`config.mk`:
```
export PLATFORM = sky130hd
export DESIGN_NAME = link_supervisor
export DESIGN_NICKNAME = d
export VERILOG_FILES = /design/src/include/link_sup_pkg.sv /design/src/hdl/tick_div.sv /design/src/hdl/link_supervisor.sv
export SDC_FILE = /design/constraint.sdc
export NUM_CORES = 1
export LEC_CHECK = 0
export BUFFER_PORTS_ARGS = -buffer_cell sky130_fd_sc_hd__buf_2
export CAP_MARGIN = 20
export CELL_PAD_IN_SITES_DETAIL_PLACEMENT = 2
export CELL_PAD_IN_SITES_GLOBAL_PLACEMENT = 2
export CORE_UTILIZATION = 40
export CTS_BUF_LIST = sky130_fd_sc_hd__clkbuf_2
export DETAILED_ROUTE_END_ITERATION = 12
export PLACE_DENSITY = 0.86
export SKIP_CTS_REPAIR_TIMING = 1
export SLEW_MARGIN = 40
export SYNTH_ARGS = -nofsm -noshare
export SYNTH_HDL_FRONTEND = slang
export SYNTH_HIERARCHICAL = 1
export SYNTH_SLANG_ARGS = --single-unit
```
`constraint.sdc`:
```
create_clock -name MCLK -period 8.4 [get_ports MCLK]
set_clock_uncertainty 0.05 [all_clocks]
set_input_delay 1.26 -clock MCLK [delete_from_list [all_inputs] [get_ports MCLK]]
set_output_delay 1.26 -clock MCLK [all_outputs]
set_load 0.01 [all_outputs]
```
`src/include/link_sup_pkg.sv`:
```
package link_sup_pkg;
	// =====================================================================
	// timing
	// =====================================================================
	localparam int unsigned MCLK_HZ = 200000000;
	localparam int unsigned WORK_HZ = 10000000;
	localparam int unsigned OSC_DIV = 2;
	// 20 MHz oscillator tick, then divide by two for the 10 MHz working tick
	localparam int unsigned OSC_CYC = MCLK_HZ / (WORK_HZ * OSC_DIV);
	localparam int unsigned TICK_PER_MS = WORK_HZ / 1000;
	localparam int unsigned LINKPULSE_MIN_MS = 8;
	localparam int unsigned LINKPULSE_MAX_MS = 24;
	localparam int unsigned PASS_MIN_MS = 750;
	localparam int unsigned PASS_MAX_MS = 1000;
	localparam int unsigned SUPPRESS_MS = 1200;
	// pulse interval chosen well inside the window
	localparam int unsigned LINKPULSE_TICKS = 16 * TICK_PER_MS;
	localparam int unsigned PASS_WIN_TICKS = PASS_MAX_MS * TICK_PER_MS;
	localparam int unsigned SUPPRESS_TICKS = SUPPRESS_MS * TICK_PER_MS;
	localparam int unsigned JABBER_TICKS = 26 * TICK_PER_MS;
	localparam int unsigned WATCHDOG_TICKS = 26 * TICK_PER_MS;
	localparam int unsigned SQ_MIN_TICKS = 1;
	localparam int unsigned SQ_MAX_TICKS = 3;
	localparam int unsigned SQ_SEQ_LEN = 3;
	localparam int unsigned LINK_PULSES_NEEDED = 2;
	localparam int unsigned TMR_W = 24;

	// =====================================================================
	// negotiation state field values
	// =====================================================================
	localparam logic [2:0] NEG_RESTART = 3'h1;
	localparam logic [2:0] NEG_DONE = 3'h5;
	localparam logic [2:0] NEG_IDLE = 3'h0;

	typedef enum logic [1:0] {
		DUP_NONE = 2'h0,
		DUP_HALF = 2'h1,
		DUP_FULL = 2'h2
	} duplex_t;

	// partner abilities as seen on the wire
	typedef struct packed {
		logic full;
		logic half;
	} ability_t;

	// closing word flags for a transmitted packet
	typedef struct packed {
		logic jabber_to;
		logic late_coll;
	} tx_close_t;
endpackage

```
`src/hdl/tick_div.sv`:
```
`timescale 1ns/1ps
// =====================================================================
// divider producing a one-cycle enable at the working rate
// =====================================================================
module tick_div
	import link_sup_pkg::*;
#(
	parameter int unsigned DIV = OSC_CYC * OSC_DIV
) (
	input wire logic clk,
	input wire logic rst,
	output logic tick
);
	initial begin
		if (DIV < 2 || DIV > 65536) $error("tick_div: DIV out of range");
	end
	logic [15:0] cnt_q, cnt_d;
	logic tick_d;
	// wrap counter, pulse on the last count
	always_comb begin
		tick_d = (cnt_q == 16'(DIV - 1));
		cnt_d = tick_d ? 16'h0000 : 16'(cnt_q + 16'h0001);
	end
	always_ff @(posedge clk or posedge rst) begin
		if (rst) begin
			cnt_q <= 16'h0000;
			tick <= 1'b0;
		end else begin
			cnt_q <= cnt_d;
			tick <= tick_d;
		end
	end
endmodule // tick_div

```
`src/hdl/link_supervisor.sv`:
```
`timescale 1ns/1ps
// Summary of operation
// - jabber or watchdog expiry disables both paths
// - twisted-pair jabber cuts transmit, raises collision
// - jabber closes descriptor with jabber, late collision
// - squelch passes data after amplitude and sequence
// - squelch rejects too-short and too-long pulses
// - autopolarity inverts receive data when reversed
// - sense both ports; link pulses during AUI
// - pulse link pass, fail, timer expiry events
// - selected and nonselected activity bits, autosense enable
// - resolve full, half or no common mode
// - link must pass in window, else renegotiate
// - no common mode renegotiates after window
// - negotiation starts with 1.2 s pulse silence
// - advertise full duplex only when enabled
// - done reads 101, writing 001 restarts
// - link pulse every 8-24 ms when idle
// - reset enters link fail, pass enables paths
// - link fail raises event, stops paths at once
// - working clock is oscillator divided by two
module link_supervisor
	import link_sup_pkg::*;
#(
	parameter int unsigned JABBER_LIM = JABBER_TICKS,
	parameter int unsigned WATCHDOG_LIM = WATCHDOG_TICKS,
	parameter int unsigned SUPPRESS_LIM = SUPPRESS_TICKS,
	parameter int unsigned PASS_LIM = PASS_WIN_TICKS,
	parameter int unsigned PULSE_LIM = LINKPULSE_TICKS
) (
	input wire logic MCLK,
	input wire logic RST,
	input wire logic SIU_RESET,
	input wire logic TP_SELECT,
	input wire logic AUTOSENSE_EN,
	input wire logic AUTONEG_EN,
	input wire logic AUTOPOL_EN,
	input wire logic FULL_DUPLEX_EN,
	input wire logic NEG_RESTART_WR,
	input wire logic TX_ACTIVE,
	input wire logic RX_ACTIVE,
	input wire logic TP_RX_AMPLITUDE_OK,
	input wire logic TP_RX_PULSE,
	input wire logic TP_RX_DATA,
	input wire logic TP_LINK_PULSE,
	input wire logic TP_LINK_PULSE_INV,
	input wire logic AUI_ACTIVITY,
	input wire ability_t PARTNER_ABILITY,
	input wire logic PARTNER_ABILITY_VALID,
	input wire logic GP_TIMER_EXPIRED,
	output logic TX_PATH_EN,
	output logic RX_PATH_EN,
	output logic TX_CUTOFF,
	output logic COLLISION,
	output tx_close_t TX_CLOSE_FLAGS,
	output logic TX_CLOSE_STB,
	output logic RX_DATA_TO_DEC,
	output logic RX_DATA_VALID,
	output logic POLARITY_REVERSED,
	output logic LINK_PULSE_OUT,
	output logic ADV_FULL_DUPLEX,
	output logic SELECTED_ACTIVITY,
	output logic NONSELECTED_ACTIVITY,
	output logic LINK_PASS_EVT,
	output logic LINK_FAIL_EVT,
	output logic TIMER_EXP_EVT,
	output logic NEG_DONE_EVT,
	output logic [2:0] NEG_STATE,
	output duplex_t DUPLEX_MODE
);
	initial begin
		if (JABBER_LIM == 0 || WATCHDOG_LIM == 0 || SUPPRESS_LIM == 0 ||
			PASS_LIM == 0 || PULSE_LIM == 0)
			$error("link_supervisor: timer limits must be nonzero");
		if (SUPPRESS_LIM >= (1 << TMR_W) || PASS_LIM >= (1 << TMR_W))
			$error("link_supervisor: limit exceeds timer width");
	end

	// =====================================================================
	// working tick
	// =====================================================================
	logic tick;
	// one-cycle enable at 10 MHz, oscillator rate divided by two
	tick_div #(.DIV(OSC_CYC * OSC_DIV)) u_div (
		.clk(MCLK),
		.rst(RST),
		.tick(tick)
	);

	// =====================================================================
	// link state machine
	// =====================================================================
	typedef enum logic [4:0] {
		ST_FAIL = 5'h01,
		ST_SILENT = 5'h02,
		ST_NEGOT = 5'h04,
		ST_CHECK = 5'h08,
		ST_PASS = 5'h10
	} lstate_t;

	lstate_t st_q, st_d;
	logic [TMR_W-1:0] tmr_q, tmr_d;
	logic [1:0] lp_cnt_q, lp_cnt_d;
	duplex_t dup_q, dup_d;
	logic [2:0] neg_q, neg_d;
	logic pol_q, pol_d;
	logic lp_seen;
	logic jab_trip, wd_trip;
	logic fail_now;

	assign lp_seen = TP_LINK_PULSE | TP_LINK_PULSE_INV;

	// mode resolution from partner abilities and local enable
	function automatic duplex_t resolve(input ability_t p, input logic fd);
		if (p.full && fd)
			resolve = DUP_FULL;
		else if (p.half)
			resolve = DUP_HALF;
		else
			resolve = DUP_NONE;
	endfunction

	// timeouts or unit reset force link fail
	assign fail_now = jab_trip | wd_trip | SIU_RESET;

	always_comb begin
		st_d = st_q;
		tmr_d = tmr_q;
		lp_cnt_d = lp_cnt_q;
		dup_d = dup_q;
		neg_d = neg_q;
		pol_d = pol_q;
		// polarity learnt from pulses of either sense
		if (AUTOPOL_EN && TP_SELECT && (st_q != ST_PASS)) begin
			if (TP_LINK_PULSE_INV)
				pol_d = 1'b1;
			else if (TP_LINK_PULSE)
				pol_d = 1'b0;
		end else if (!AUTOPOL_EN) begin
			pol_d = 1'b0;
		end
		if (tick && tmr_q != '0)
			tmr_d = TMR_W'(tmr_q - 1'b1);
		unique case (st_q)
			ST_FAIL: begin
				// fail state sends pulses, waits for line activity
				if (lp_seen)
					lp_cnt_d = 2'(lp_cnt_q + 2'h1);
				if (AUTONEG_EN && TP_SELECT) begin
					st_d = ST_SILENT;
					tmr_d = TMR_W'(SUPPRESS_LIM);
					neg_d = NEG_RESTART;
				end else if (lp_cnt_q >= 2'(LINK_PULSES_NEEDED)) begin
					st_d = ST_PASS;
					dup_d = DUP_HALF;
				end
			end
			ST_SILENT: begin
				if (tmr_q == '0) begin
					st_d = ST_NEGOT;
					neg_d = 3'h3;
				end
			end
			ST_NEGOT: begin
				if (PARTNER_ABILITY_VALID) begin
					dup_d = resolve(PARTNER_ABILITY, FULL_DUPLEX_EN);
					neg_d = NEG_DONE;
					st_d = ST_CHECK;
					tmr_d = TMR_W'(PASS_LIM);
					lp_cnt_d = 2'h0;
				end
			end
			ST_CHECK: begin
				if (lp_seen)
					lp_cnt_d = 2'(lp_cnt_q + 2'h1);
				if (dup_q != DUP_NONE &&
					lp_cnt_q >= 2'(LINK_PULSES_NEEDED)) begin
					st_d = ST_PASS;
				end else if (tmr_q == '0) begin
					// no pass in window, or no common mode
					st_d = ST_SILENT;
					tmr_d = TMR_W'(SUPPRESS_LIM);
					neg_d = NEG_RESTART;
				end
			end
			ST_PASS: begin
				lp_cnt_d = 2'h0;
			end
			default: st_d = ST_FAIL;
		endcase
		// software restart of negotiation
		if (NEG_RESTART_WR && AUTONEG_EN && st_q != ST_FAIL) begin
			st_d = ST_SILENT;
			tmr_d = TMR_W'(SUPPRESS_LIM);
			neg_d = NEG_RESTART;
		end
		if (fail_now || (st_q == ST_PASS && !TP_SELECT)) begin
			st_d = ST_FAIL;
			lp_cnt_d = 2'h0;
			tmr_d = '0;
			neg_d = NEG_IDLE;
		end
	end

	always_ff @(posedge MCLK or posedge RST) begin
		if (RST) begin
			st_q <= ST_FAIL;
			tmr_q <= '0;
			lp_cnt_q <= 2'h0;
			dup_q <= DUP_NONE;
			neg_q <= NEG_IDLE;
			pol_q <= 1'b0;
		end else begin
			st_q <= st_d;
			tmr_q <= tmr_d;
			lp_cnt_q <= lp_cnt_d;
			dup_q <= dup_d;
			neg_q <= neg_d;
			pol_q <= pol_d;
		end
	end

	// =====================================================================
	// jabber, watchdog and link pulse timers
	// =====================================================================
	logic [TMR_W-1:0] jab_q, jab_d, wd_q, wd_d, lp_q, lp_d;
	logic jab_hold_q, jab_hold_d;
	logic lp_fire;

	always_comb begin
		jab_d = jab_q;
		wd_d = wd_q;
		lp_d = lp_q;
		lp_fire = 1'b0;
		jab_hold_d = jab_hold_q && TX_ACTIVE;
		if (!TX_ACTIVE)
			jab_d = '0;
		else if (tick && !jab_hold_q)
			jab_d = TMR_W'(jab_q + 1'b1);
		if (!RX_ACTIVE)
			wd_d = '0;
		else if (tick && wd_q != TMR_W'(WATCHDOG_LIM))
			wd_d = TMR_W'(wd_q + 1'b1);
		if (jab_trip)
			jab_hold_d = 1'b1;
		// pulse timer runs except while transmitting on twisted pair in link pass
		if (TX_ACTIVE && st_q == ST_PASS && TP_SELECT)
			lp_d = '0;
		else if (tick) begin
			if (lp_q >= TMR_W'(PULSE_LIM - 1)) begin
				lp_d = '0;
				lp_fire = 1'b1;
			end else
				lp_d = TMR_W'(lp_q + 1'b1);
		end
	end
	assign jab_trip = TX_ACTIVE && !jab_hold_q &&
		jab_q >= TMR_W'(JABBER_LIM);
	assign wd_trip = RX_ACTIVE && wd_q == TMR_W'(WATCHDOG_LIM);

	always_ff @(posedge MCLK or posedge RST) begin
		if (RST) begin
			jab_q <= '0;
			wd_q <= '0;
			lp_q <= '0;
			jab_hold_q <= 1'b0;
		end else begin
			jab_q <= jab_d;
			wd_q <= wd_d;
			lp_q <= lp_d;
			jab_hold_q <= jab_hold_d;
		end
	end

	// =====================================================================
	// smart squelch
	// =====================================================================
	// one spare count above the longest good width, so over-long pulses show
	logic [2:0] pw_q, pw_d;
	logic [1:0] seq_q, seq_d;
	logic pulse_prev_q;
	logic sq_open;

	// width measured in ticks; bad widths restart the sequence
	always_comb begin
		pw_d = pw_q;
		seq_d = seq_q;
		if (!TP_RX_AMPLITUDE_OK) begin
			pw_d = 3'h0;
			seq_d = 2'h0;
		end else if (TP_RX_PULSE) begin
			if (tick && pw_q <= 3'(SQ_MAX_TICKS))
				pw_d = 3'(pw_q + 3'h1);
			if (pw_q > 3'(SQ_MAX_TICKS))
				seq_d = 2'h0;
		end else if (pulse_prev_q) begin
			pw_d = 3'h0;
			if (pw_q < 3'(SQ_MIN_TICKS) || pw_q > 3'(SQ_MAX_TICKS))
				seq_d = 2'h0;
			else if (seq_q != 2'(SQ_SEQ_LEN))
				seq_d = 2'(seq_q + 2'h1);
		end
	end
	assign sq_open = TP_RX_AMPLITUDE_OK && seq_q == 2'(SQ_SEQ_LEN);

	always_ff @(posedge MCLK or posedge RST) begin
		if (RST) begin
			pw_q <= 3'h0;
			seq_q <= 2'h0;
			pulse_prev_q <= 1'b0;
		end else begin
			pw_q <= pw_d;
			seq_q <= seq_d;
			pulse_prev_q <= TP_RX_PULSE;
		end
	end

	// =====================================================================
	// registered outputs
	// =====================================================================
	logic pass_now;
	assign pass_now = (st_q == ST_PASS);

	always_ff @(posedge MCLK or posedge RST) begin
		if (RST) begin
			TX_PATH_EN <= 1'b0;
			RX_PATH_EN <= 1'b0;
			TX_CUTOFF <= 1'b0;
			COLLISION <= 1'b0;
			TX_CLOSE_FLAGS <= '0;
			TX_CLOSE_STB <= 1'b0;
			RX_DATA_TO_DEC <= 1'b0;
			RX_DATA_VALID <= 1'b0;
			POLARITY_REVERSED <= 1'b0;
			LINK_PULSE_OUT <= 1'b0;
			ADV_FULL_DUPLEX <= 1'b0;
			SELECTED_ACTIVITY <= 1'b0;
			NONSELECTED_ACTIVITY <= 1'b0;
			LINK_PASS_EVT <= 1'b0;
			LINK_FAIL_EVT <= 1'b0;
			TIMER_EXP_EVT <= 1'b0;
			NEG_DONE_EVT <= 1'b0;
			NEG_STATE <= NEG_IDLE;
			DUPLEX_MODE <= DUP_NONE;
		end else begin
			// paths drop the cycle after any fail cause
			TX_PATH_EN <= (st_d == ST_PASS) && !fail_now;
			RX_PATH_EN <= (st_d == ST_PASS) && !fail_now;
			TX_CUTOFF <= jab_hold_d && TP_SELECT;
			COLLISION <= jab_hold_d && TP_SELECT;
			TX_CLOSE_FLAGS <= jab_trip ? 2'b11 : 2'b00;
			TX_CLOSE_STB <= jab_trip;
			RX_DATA_TO_DEC <= sq_open & (TP_RX_DATA ^ pol_q);
			RX_DATA_VALID <= sq_open && TP_SELECT;
			POLARITY_REVERSED <= pol_q;
			// pulses go out even while the coax port is carrying data
			LINK_PULSE_OUT <= lp_fire && st_q != ST_SILENT;
			ADV_FULL_DUPLEX <= FULL_DUPLEX_EN;
			// both ports are watched at once
			SELECTED_ACTIVITY <= AUTOSENSE_EN &&
				(TP_SELECT ? sq_open : AUI_ACTIVITY);
			NONSELECTED_ACTIVITY <= AUTOSENSE_EN &&
				(TP_SELECT ? AUI_ACTIVITY : sq_open);
			LINK_PASS_EVT <= (st_d == ST_PASS) && !pass_now;
			LINK_FAIL_EVT <= (st_d == ST_FAIL) && pass_now;
			TIMER_EXP_EVT <= GP_TIMER_EXPIRED;
			NEG_DONE_EVT <= (neg_d == NEG_DONE) && (neg_q != NEG_DONE);
			NEG_STATE <= neg_d;
			DUPLEX_MODE <= dup_d;
		end
	end
endmodule // link_supervisor

```
Word level (Yosys, flattened, before mapping)

Cells that the tools add are included.

Register bits: 149
Bits of input ports: 21
Logic and storage cells: 190

Add/sub/neg operators: 8
$lt $le $gt $ge: 6
Eq/ne operators: 30
Multiplexer cells: 64
Bitwise logic cells: 5
Reduce and logical (&&, ||, !) cells: 46

Operators by type and width:

| operator                                                                              | number |
|---|---|
| 24-bit two-way mux                                                                    | 14 |
| 24-bit by 1-bit adder with 24-bit output, second input constant                       | 3 |
| 24-bit one-hot mux with 3 select lines                                                | 1 |
| 24-bit by 18-bit greater-or-equal comparator with 1-bit output, second input constant | 2 |
| 5-bit two-way mux                                                                     | 8 |
| 3-bit two-way mux                                                                     | 11 |
| 1-bit logical AND                                                                     | 28 |
| 2-bit two-way mux                                                                     | 14 |
| 5-bit one-hot mux with 5 select lines                                                 | 1 |
| 24-bit by 18-bit == test with 1-bit output, second input constant                     | 1 |
| 24-bit logical NOT                                                                    | 1 |
| 24-bit by 18-bit inequality test with 1-bit output, second input constant             | 1 |
| 24-bit nonzero test                                                                   | 1 |
| 24-bit by 1-bit subtractor with 24-bit output, second input constant                  | 1 |
| 16-bit by 1-bit adder with 16-bit output, second input constant                       | 1 |
| 16-bit by 5-bit == test with 1-bit output, second input constant                      | 1 |
| 16-bit two-way mux                                                                    | 1 |
| 3-bit one-hot mux with 4 select lines                                                 | 1 |
| 1-bit two-way mux                                                                     | 11 |
| 5-bit by 1-bit == test with 1-bit output, second input constant                       | 2 |
| 5-bit == test, second input constant                                                  | 2 |
| 3-bit inequality test, second input constant                                          | 3 |
| 2-bit inequality test, second input constant                                          | 4 |
| 2-bit by 1-bit inequality test with 1-bit output, second input constant               | 3 |
| 30 further kinds                                                                      | 43 |

Depth between registers and ports, before layout

Gate-level depths: netlist (run 1).

Depth in word-level cells: 9
Gate-level depth with buffers: 9
Mapped depth without buffers: 8

By module

The synthesis (run 1) kept the hierarchy.

Modules (own cells, without submodules):

| module          | instances | cells each | area each (sq um) | seq. area each (sq um) |
|---|---|---|---|---|
| link_supervisor | 1         | 713        | 6,771.5           | 3,254.4 |
| tick_div        | 1         | 71         | 804.5             | 425.4 |

Worst setup path before layout (run 1)

No wires, ideal clock.

Path type: input to register
From: in TP_SELECT
To: reg lp_q[19]
Data arrival time: 2.601 ns
Required time: 8.218 ns
Setup slack: 5.616 ns
Stages on the path: 6
Buffers on the path: 1
Path through: clkbuf_1 -> a41oi_1 -> nor4_1 -> nand2_1 -> xor2_1 -> nor2_1

Cells in the longest elaborated chain, start to end: 2

RTL lines:

| element                                                  | RTL line               | source |
|---|---|---|
| from (decl)                                              | link_supervisor.sv:34  | `input wire logic TP_SELECT,` |
| 1-bit logical AND *                                      | link_supervisor.sv:247 | `if (TX_ACTIVE && st_q == ST_PASS && TP_SELECT)` |
| 24-bit two-way mux or 2-bit nonzero test (tied branches) | --                     |  |
| to (signal assigned)                                     | link_supervisor.sv:270 | `lp_q <= lp_d;` |
| to (decl)                                                | link_supervisor.sv:226 | `logic [TMR_W-1:0] jab_q, jab_d, wd_q, wd_d, lp_q, lp_d;` |

Every way passes the cells marked *; elsewhere a longest branch is shown, timed or not.
A chain may end at the register's enable or synchronous reset.

Worst setup path after layout (run 1)

From: reg jab_q[18]
To: reg LINK_PASS_EVT

Cells in the longest elaborated chain, start to end: 8

RTL lines:

| element                                                        | RTL line               | source |
|---|---|---|
| from (decl)                                                    | link_supervisor.sv:226 |  |
| from (signal assigned)                                         | link_supervisor.sv:268 | `jab_q <= jab_d;` |
| 24-bit by 18-bit greater-or-equal comparator with 1-bit output | link_supervisor.sv:258 | `jab_q >= TMR_W'(JABBER_LIM);` |
| 1-bit logical AND                                              | link_supervisor.sv:257 | `assign jab_trip = TX_ACTIVE && !jab_hold_q &&` |
| 1-bit OR (2 in a row)                                          | link_supervisor.sv:124 | `assign fail_now = jab_trip \| wd_trip \| SIU_RESET;` |
| 1-bit logical OR                                               | link_supervisor.sv:197 | `if (fail_now \|\| (st_q == ST_PASS && !TP_SELECT)) begin` |
| 5-bit two-way mux                                              | link_supervisor.sv:197 |  |
| 5-bit == test                                                  | link_supervisor.sv:364 | `LINK_PASS_EVT <= (st_d == ST_PASS) && !pass_now;` |
| 1-bit logical AND                                              | link_supervisor.sv:364 |  |
| to (signal assigned)                                           | link_supervisor.sv:364 |  |
| to (decl)                                                      | link_supervisor.sv:64  | `output logic LINK_PASS_EVT,` |

Every way passes these cells.

==> results of run 1 <==
cells in the final DEF (no fill, tap or decap), types with 7 or more instances in the layout:
cell	synthesis	final
or2_2	7	7
xor2_1	45	45
ha_1	11	11
o21ai_0	27	27
or3_1	15	15
buf_2	5	43
nand2_1	56	56
dfrtp_1	146	146
nand3_1	35	34
a21oi_1	30	30
inv_1	28	26
nor2b_1	11	11
nor4_1	16	15
nor2_1	107	107
and4_1	8	8
clkbuf_2	0	17
xnor2_1	36	36
nor3_1	26	26
nand4_1	26	26
and2_1	10	10
and3_1	11	11
a31oi_1	12	12
worst max-delay path, cell delays in order (launching register included):
cell and delay [ps]:
dfrtp_1 490, nor4_1 500, nand2_1 160, o2111ai_1 440
nand3_2 510, or3_1 600, a211oi_1 270
layout make-up:
class | instances | area, um2 | share of cell area
Antenna cell | 2 | 5.005 | 0.0006051
Clock inverter | 15 | 183.9 | 0.02224
Inverter | 29 | 111.4 | 0.01346
Clock buffer | 17 | 85.08 | 0.01029
Multi-Input combinational cell | 582 | 3676 | 0.4444
Sequential cell | 147 | 3680 | 0.4449
Timing Repair Buffer | 46 | 244.0 | 0.02950
Tap cell | 229 | 286.5 | 0.03464
worst min-delay path by stage:
stage | end | slack [ps] | cells after the start
2_1_floorplan | POLARITY_REVERSED | 340 | 0
6_report | POLARITY_REVERSED | 460 | 0
4_1_cts | ADV_FULL_DUPLEX | 440 | 2
5_1_grt | ADV_FULL_DUPLEX | 420 | 2
3_3_place_gp | u_div/cnt_q[15] | 420 | 1
3_5_place_dp | POLARITY_REVERSED | 430 | 0
cells in the mapped netlist (all sizes together) (3+ instances only):
cell and number:
a21oi 30, a41oi 3, nand2 56, a21o 3, and2 11, nand4 28, o2111ai 3, nor2 107
nor4b 3, clkbuf 16, xnor2 36, or2 7, nor3 26, inv 28, a211oi 6, nor2b 11
or3 16, or4b 3, nand2b 5, nand3 36, o211ai 3, buf 10, dfrtp 146, nand3b 6
or4 5, a31oi 12, and3 12, xor2 45, mux2i 5, nor3b 6, o21ai 28, nor4 23
ha 11, and4 8
where the power goes:
group	switching, mW	internal (mW)	leakage [nW]
combinational	0.178	0.0985	1.53
clock	0.291	0.167	0.140
sequential	0.0428	0.739	2.00
total	0.513	1.01	3.67
cell families after synthesis:
group,after synthesis,share of synthesized area
compound gates,111,0.09827
xor+xnor,81,0.09364
mux,6,0.008093
simple gates,373,0.2651
flops,147,0.4857
buf+inv,55,0.03105
fa+ha+maj,11,0.01817
registers in the layout, summed over array words and instances (netlist names), 3 cells and up:
signal	cells
NEG_STATE	3
jab_q	24
lp_q	24
pw_q	3
st_q	5
tmr_q	24
u_div/cnt_q	16
wd_q	24
metal layers:
layer,track usage,share of wire,vias up
met2,0.4327,0.52,121
met5,0,0,-
li1,-,-,2849
met3,0.04439,0.033,31
met4,0.08560,0.017,0
met1,0.2940,0.43,3200
==> impl_metrics.tcl, run 1 <==
set metrics [dict create \
    p_leak_nw 3.667 \
    drtPass1Iterations 6 \
    setup.worst_path.class "reg -> reg" \
    wire_per_inst_um 20.75 \
    via_count 6201 \
    antenna_found_initial 2 \
    r2r-end "LINK_PASS_EVT" \
    layout.cells.non_filler 1067 \
    synth_area_mm2 0.007576 \
    syn_avg_cell_area_um2 9.663 \
    placed_cell_area_mm2 0.007989 \
    cts-root-buf "clkbuf_2" \
    endpoint "LINK_PASS_EVT" \
    synth_top_area_frac 0.4822 \
    grt_pass1_vias 7152 \
    fin_crit_ps 3115 \
    drc 0 \
    placed_cells 1033 \
    fin_crit_sh 0.3708 \
    ys_warn_count 6 \
    synth_fp_nets 816 \
    timing.final.ws_setup_ps 5285 \
    clkSinkCount 147 \
    hold_class "reg -> reg" \
    fp.dieW_um 139.6 \
    ios 44 \
    drt_iter0_drc 244 \
    synth_ff_type "dfrtp_1" \
    portBuffers 43 \
    startpoint "jab_q[18]" \
    cts_tree "yes" \
    pre_cts_ws_ps 4767 \
    rsz0062_at_grt "false" \
    irDropWorstVdd_mv 0.08327 \
    dp_hpwl_mm 15.24 \
    areaGrowthSynthToFinish_pct 9.182 \
    relSlewSlack 0.4596 \
    start_util 0.4147 \
    drive_above_1_share 0.1304 \
    reg2reg_from "jab_q[18]" \
    async_flop_share 1.000 \
    cts_made_buffers 17 \
    grt_pass1_wl_mm 37.46 \
    cp_max_fo 21 \
    vias_per_cell 5.812 \
    insertion_delay_ps 770 \
    ys_seq_area_frac 0.4857 \
    wl_mm 22.14 \
    syn_inst 784 \
    ant_nets 0 \
    place.gp.congestion 0.8354 \
    grt_util_all_layers 0.2431 \
    synth-edff-count 0 \
    tightestPinTransition_ps 803.1 \
    grt_max_degree 86 \
    report.final.slew_viol_count 0 \
    holdWs_ps 464.8 \
    endpoint_kind "flop" \
    crit_arrival_ps 3740 \
    finalSetupViolCount 0 \
    cp_data_required_time_ps 9030 \
    fin_setup_tns_ps 0 \
    synth_seq_cells 147 \
    power_density_mw_per_mm2 183.5 \
    synth_top_area_cell "dfrtp_1" \
    hold_viol_final 0 \
    status "completed" \
    fmax_mhz 321.1 \
    overflow 0 \
    ff2ff_path_depth 6 \
    drv_cap 0 \
    synthTopCellsByArea "dfrtp_1 (48%), nor2_1 (5.3%), xor2_1 (5.2%)" \
    min_from "pol_q" \
    layout.nets 855 \
    clkSlewWorstSetupHoldPaths_ps 250 \
    fin_util 0.4527 \
    reg2reg_slack_ps 5290 \
    h-tree-depth 4 \
    num-fill-cells 1992 \
    std_cell_rows 49 \
    design_area_mm2 0.008272 \
    dieHeight_um 139.6 \
    ys_types 67 \
    critPathLaunchType "flop" \
    die-area_mm2 0.01949 \
    totalPowerFinal_mw 1.518 \
    clockBufferDepth 2 \
    core_area_mm2 0.01827 \
]
No activity file was read; power rests on OpenSTA's default activity.
==> inputs of run 2 (changes only) <==
--- a/config.mk
+++ b/config.mk
@@ -5,14 +5,15 @@
 export SDC_FILE = /design/constraint.sdc
 export NUM_CORES = 1
 export LEC_CHECK = 0
+export ABC_AREA = 1
 export BUFFER_PORTS_ARGS = -buffer_cell sky130_fd_sc_hd__buf_2
 export CAP_MARGIN = 20
 export CELL_PAD_IN_SITES_DETAIL_PLACEMENT = 2
 export CELL_PAD_IN_SITES_GLOBAL_PLACEMENT = 2
-export CORE_UTILIZATION = 40
+export CORE_UTILIZATION = 38
 export CTS_BUF_LIST = sky130_fd_sc_hd__clkbuf_2
 export DETAILED_ROUTE_END_ITERATION = 12
-export PLACE_DENSITY = 0.86
+export PLACE_DENSITY = 0.88
 export SKIP_CTS_REPAIR_TIMING = 1
 export SLEW_MARGIN = 40
 export SYNTH_ARGS = -nofsm -noshare
==> constraint.sdc (replaced) <==
create_clock -name MCLK -period 3.1 [get_ports MCLK]
set_clock_uncertainty 0.05 [all_clocks]
set_input_delay 0.465 -clock MCLK [delete_from_list [all_inputs] [get_ports MCLK]]
set_output_delay 0.465 -clock MCLK [all_outputs]
set_load 0.01 [all_outputs]
==> run 2 against run 1 <==
Net effect: worst hold slack got worse by 390 ps; register-to-register slack got worse by 4600 ps; synthesized cell count is 40% higher; first-iteration DRC count up 43%; routed wire length grew 34%; fmax up 27%; die area grew 16%; largest cell class is now multi-input combinational cells; highest routed layer unchanged.
==> impl_metrics.tcl, run 2 <==
set metrics [dict create \
    status "completed" \
    irDropWorstVdd_mv 0.2392 \
    yosysMostFrequentCell "nand2_1" \
    rsz0062_at_grt "false" \
    synthTopCellsByArea "dfrtp_1 (44%), nand2_1 (9.6%), nor2_1 (8.3%)" \
    endpoint "wd_q[16]" \
    cts_tree "yes" \
    min_path_cells 4 \
    finalSetupViolCount 0 \
    timing.final.ws_setup_ps 642.0 \
    clkSinkCount 147 \
    grt_pass1_vias 8929 \
    endpoint_kind "flop" \
    syn_inst 1100 \
    ys_warn_count 6 \
    power_density_mw_per_mm2 475.4 \
    reg2reg_from "wd_q[0]" \
    final_common_cell "nand2_1" \
    wire_per_inst_um 20.40 \
    drive_above_1_share 0.1170 \
    drt_iter0_drc 350 \
    synth-edff-count 0 \
    drc 0 \
    crit_arrival_ps 3070 \
    place.gp.congestion 0.8500 \
    layout.nets 1199 \
    synth_top_area_cell "dfrtp_1" \
    synth_top_area_frac 0.4366 \
    clockBufferDepth 2 \
    dp_hpwl_mm 21.08 \
    synth_common_cells "nand2_1 (214), nor2_1 (186), dfrtp_1 (146)" \
    ios 44 \
    overflow 0 \
    portBuffers 43 \
    ant_nets 0 \
    wl_mm 29.68 \
    cts-root-buf "clkbuf_2" \
    hold_viol_final 0 \
    startpoint "wd_q[0]" \
    drv_cap 0 \
    fin_setup_tns_ps 0 \
    async_flop_share 1.000 \
    reg2reg_slack_ps 640 \
    synth_area_mm2 0.008368 \
    critPathLaunchType "flop" \
    holdWs_ps 70.84 \
    synth_fp_nets 1132 \
    cp_max_fo 16 \
    via_count 7878 \
    pre_cts_ws_ps 451.2 \
    fp.dieW_um 150.4 \
    setup.worst_path.class "reg -> reg" \
    dieHeight_um 150.4 \
    ys_types 50 \
    synth_ff_type "dfrtp_1" \
    ff2ff_path_depth 10 \
    cp_data_required_time_ps 3720 \
    grt_max_degree 42 \
    final_cell_mix "nand2_1 (214), nor2_1 (185), dfrtp_1 (146)" \
    grt_util_all_layers 0.2698 \
    ys_seq_area_frac 0.4397 \
    p_leak_nw 4.414 \
    totalPowerFinal_mw 4.425 \
    fin_crit_sh 0.7929 \
    start_util 0.3931 \
    r2r-end "wd_q[16]" \
    cts_made_buffers 17 \
    fmax_mhz 406.8 \
    die-area_mm2 0.02262 \
    std_cell_rows 53 \
    relSlewSlack 0.5371 \
    tightestPinTransition_ps 693.6 \
    layout.cells.non_filler 1455 \
    antenna_found_initial 1 \
    synth_seq_cells 147 \
    placed_cells 1408 \
    drtPass1Iterations 4 \
    vias_per_cell 5.414 \
    report.final.slew_viol_count 0 \
    insertion_delay_ps 780 \
    fin_crit_ps 2458 \
    core_area_mm2 0.02129 \
    hold_class "in -> reg" \
    clkSlewWorstSetupHoldPaths_ps 230 \
    syn_avg_cell_area_um2 7.607 \
    num-fill-cells 2497 \
    grt_pass1_wl_mm 46.89 \
    h-tree-depth 4 \
    areaGrowthSynthToFinish_pct 11.23 \
]
[run 2: where the power goes]
group / leakage, nW / internal (mW) / switching, mW / total, mW
Clock: 0.165 / 0.530 / 0.771 / 1.30
Sequential: 2.01 / 2.01 / 0.0938 / 2.10
Combinational: 2.24 / 0.308 / 0.713 / 1.02
[run 2: area by class of cell]
class	instances	area, um2	share of cell area
Antenna cell	1	2.502	0.0002689
Clock inverter	11	161.4	0.01734
Multi-Input combinational cell	791	4019	0.4318
Inverter	145	553.0	0.05942
Clock buffer	20	100.1	0.01075
Sequential cell	147	3680	0.3953
Tap cell	275	344.1	0.03697
Timing Repair Buffer	65	447.9	0.04812
[run 2: logic make-up (layout without fill, tap and decap cells)]
logic type               count (synthesis)  in the layout  synth area share
buffers and inverters                  162            241           0.08029
multiplexers                             1              1          0.001196
adder cells (fa/ha/maj)                 11             11           0.01645
AND/OR/NAND/NOR                        602            602            0.3270
flip-flops                             147            147            0.4397
other                                    0              1                 0
AO/OA/AOI/OAI                          134            134           0.09031
XOR/XNOR                                43             43           0.04501
[run 2: worst min path at each step]
| stage | startpoint | end | slack [ps] |
|---|---|---|---|
| global placement | jab_q[3] | jab_q[3] | 400 |
| global route | TP_LINK_PULSE_INV | pol_q | 40 |
| floorplan | RST | u_div/cnt_q[0] | 340 |
| CTS | GP_TIMER_EXPIRED | TIMER_EXP_EVT | -290 |
| finish | RX_ACTIVE | wd_q[11] | 70 |
| detailed placement | jab_q[3] | jab_q[3] | 420 |
[run 2: stage by stage]
stage	instance area (um2)	util
after floorplan	8372	-
after global placement	8874	0.4169
after detailed placement	8874	0.4169
after CTS	9135	0.4291
after global routing	9308	0.4373
final	9308	0.4373
[run 2: layer usage]
layer / track usage / vias to the layer above / part of all wire
li1: - / 3686 / -
met1: 0.3230 / 4011 / 0.43
met2: 0.4839 / 120 / 0.52
met3: 0.04727 / 61 / 0.026
met4: 0.09192 / 0 / 0.027
met5: 0 / - / 0
[run 2: critical path, cell delays in order, from the launching register on]
cell     delay, ps
dfrtp_1        450
inv_1          180
ha_1           180
nand3_1        120
nor2_1         130
nand3_1        100
nand2_2        320
nand2_1        260
inv_2          320
nand2_1        140
o31ai_1        110
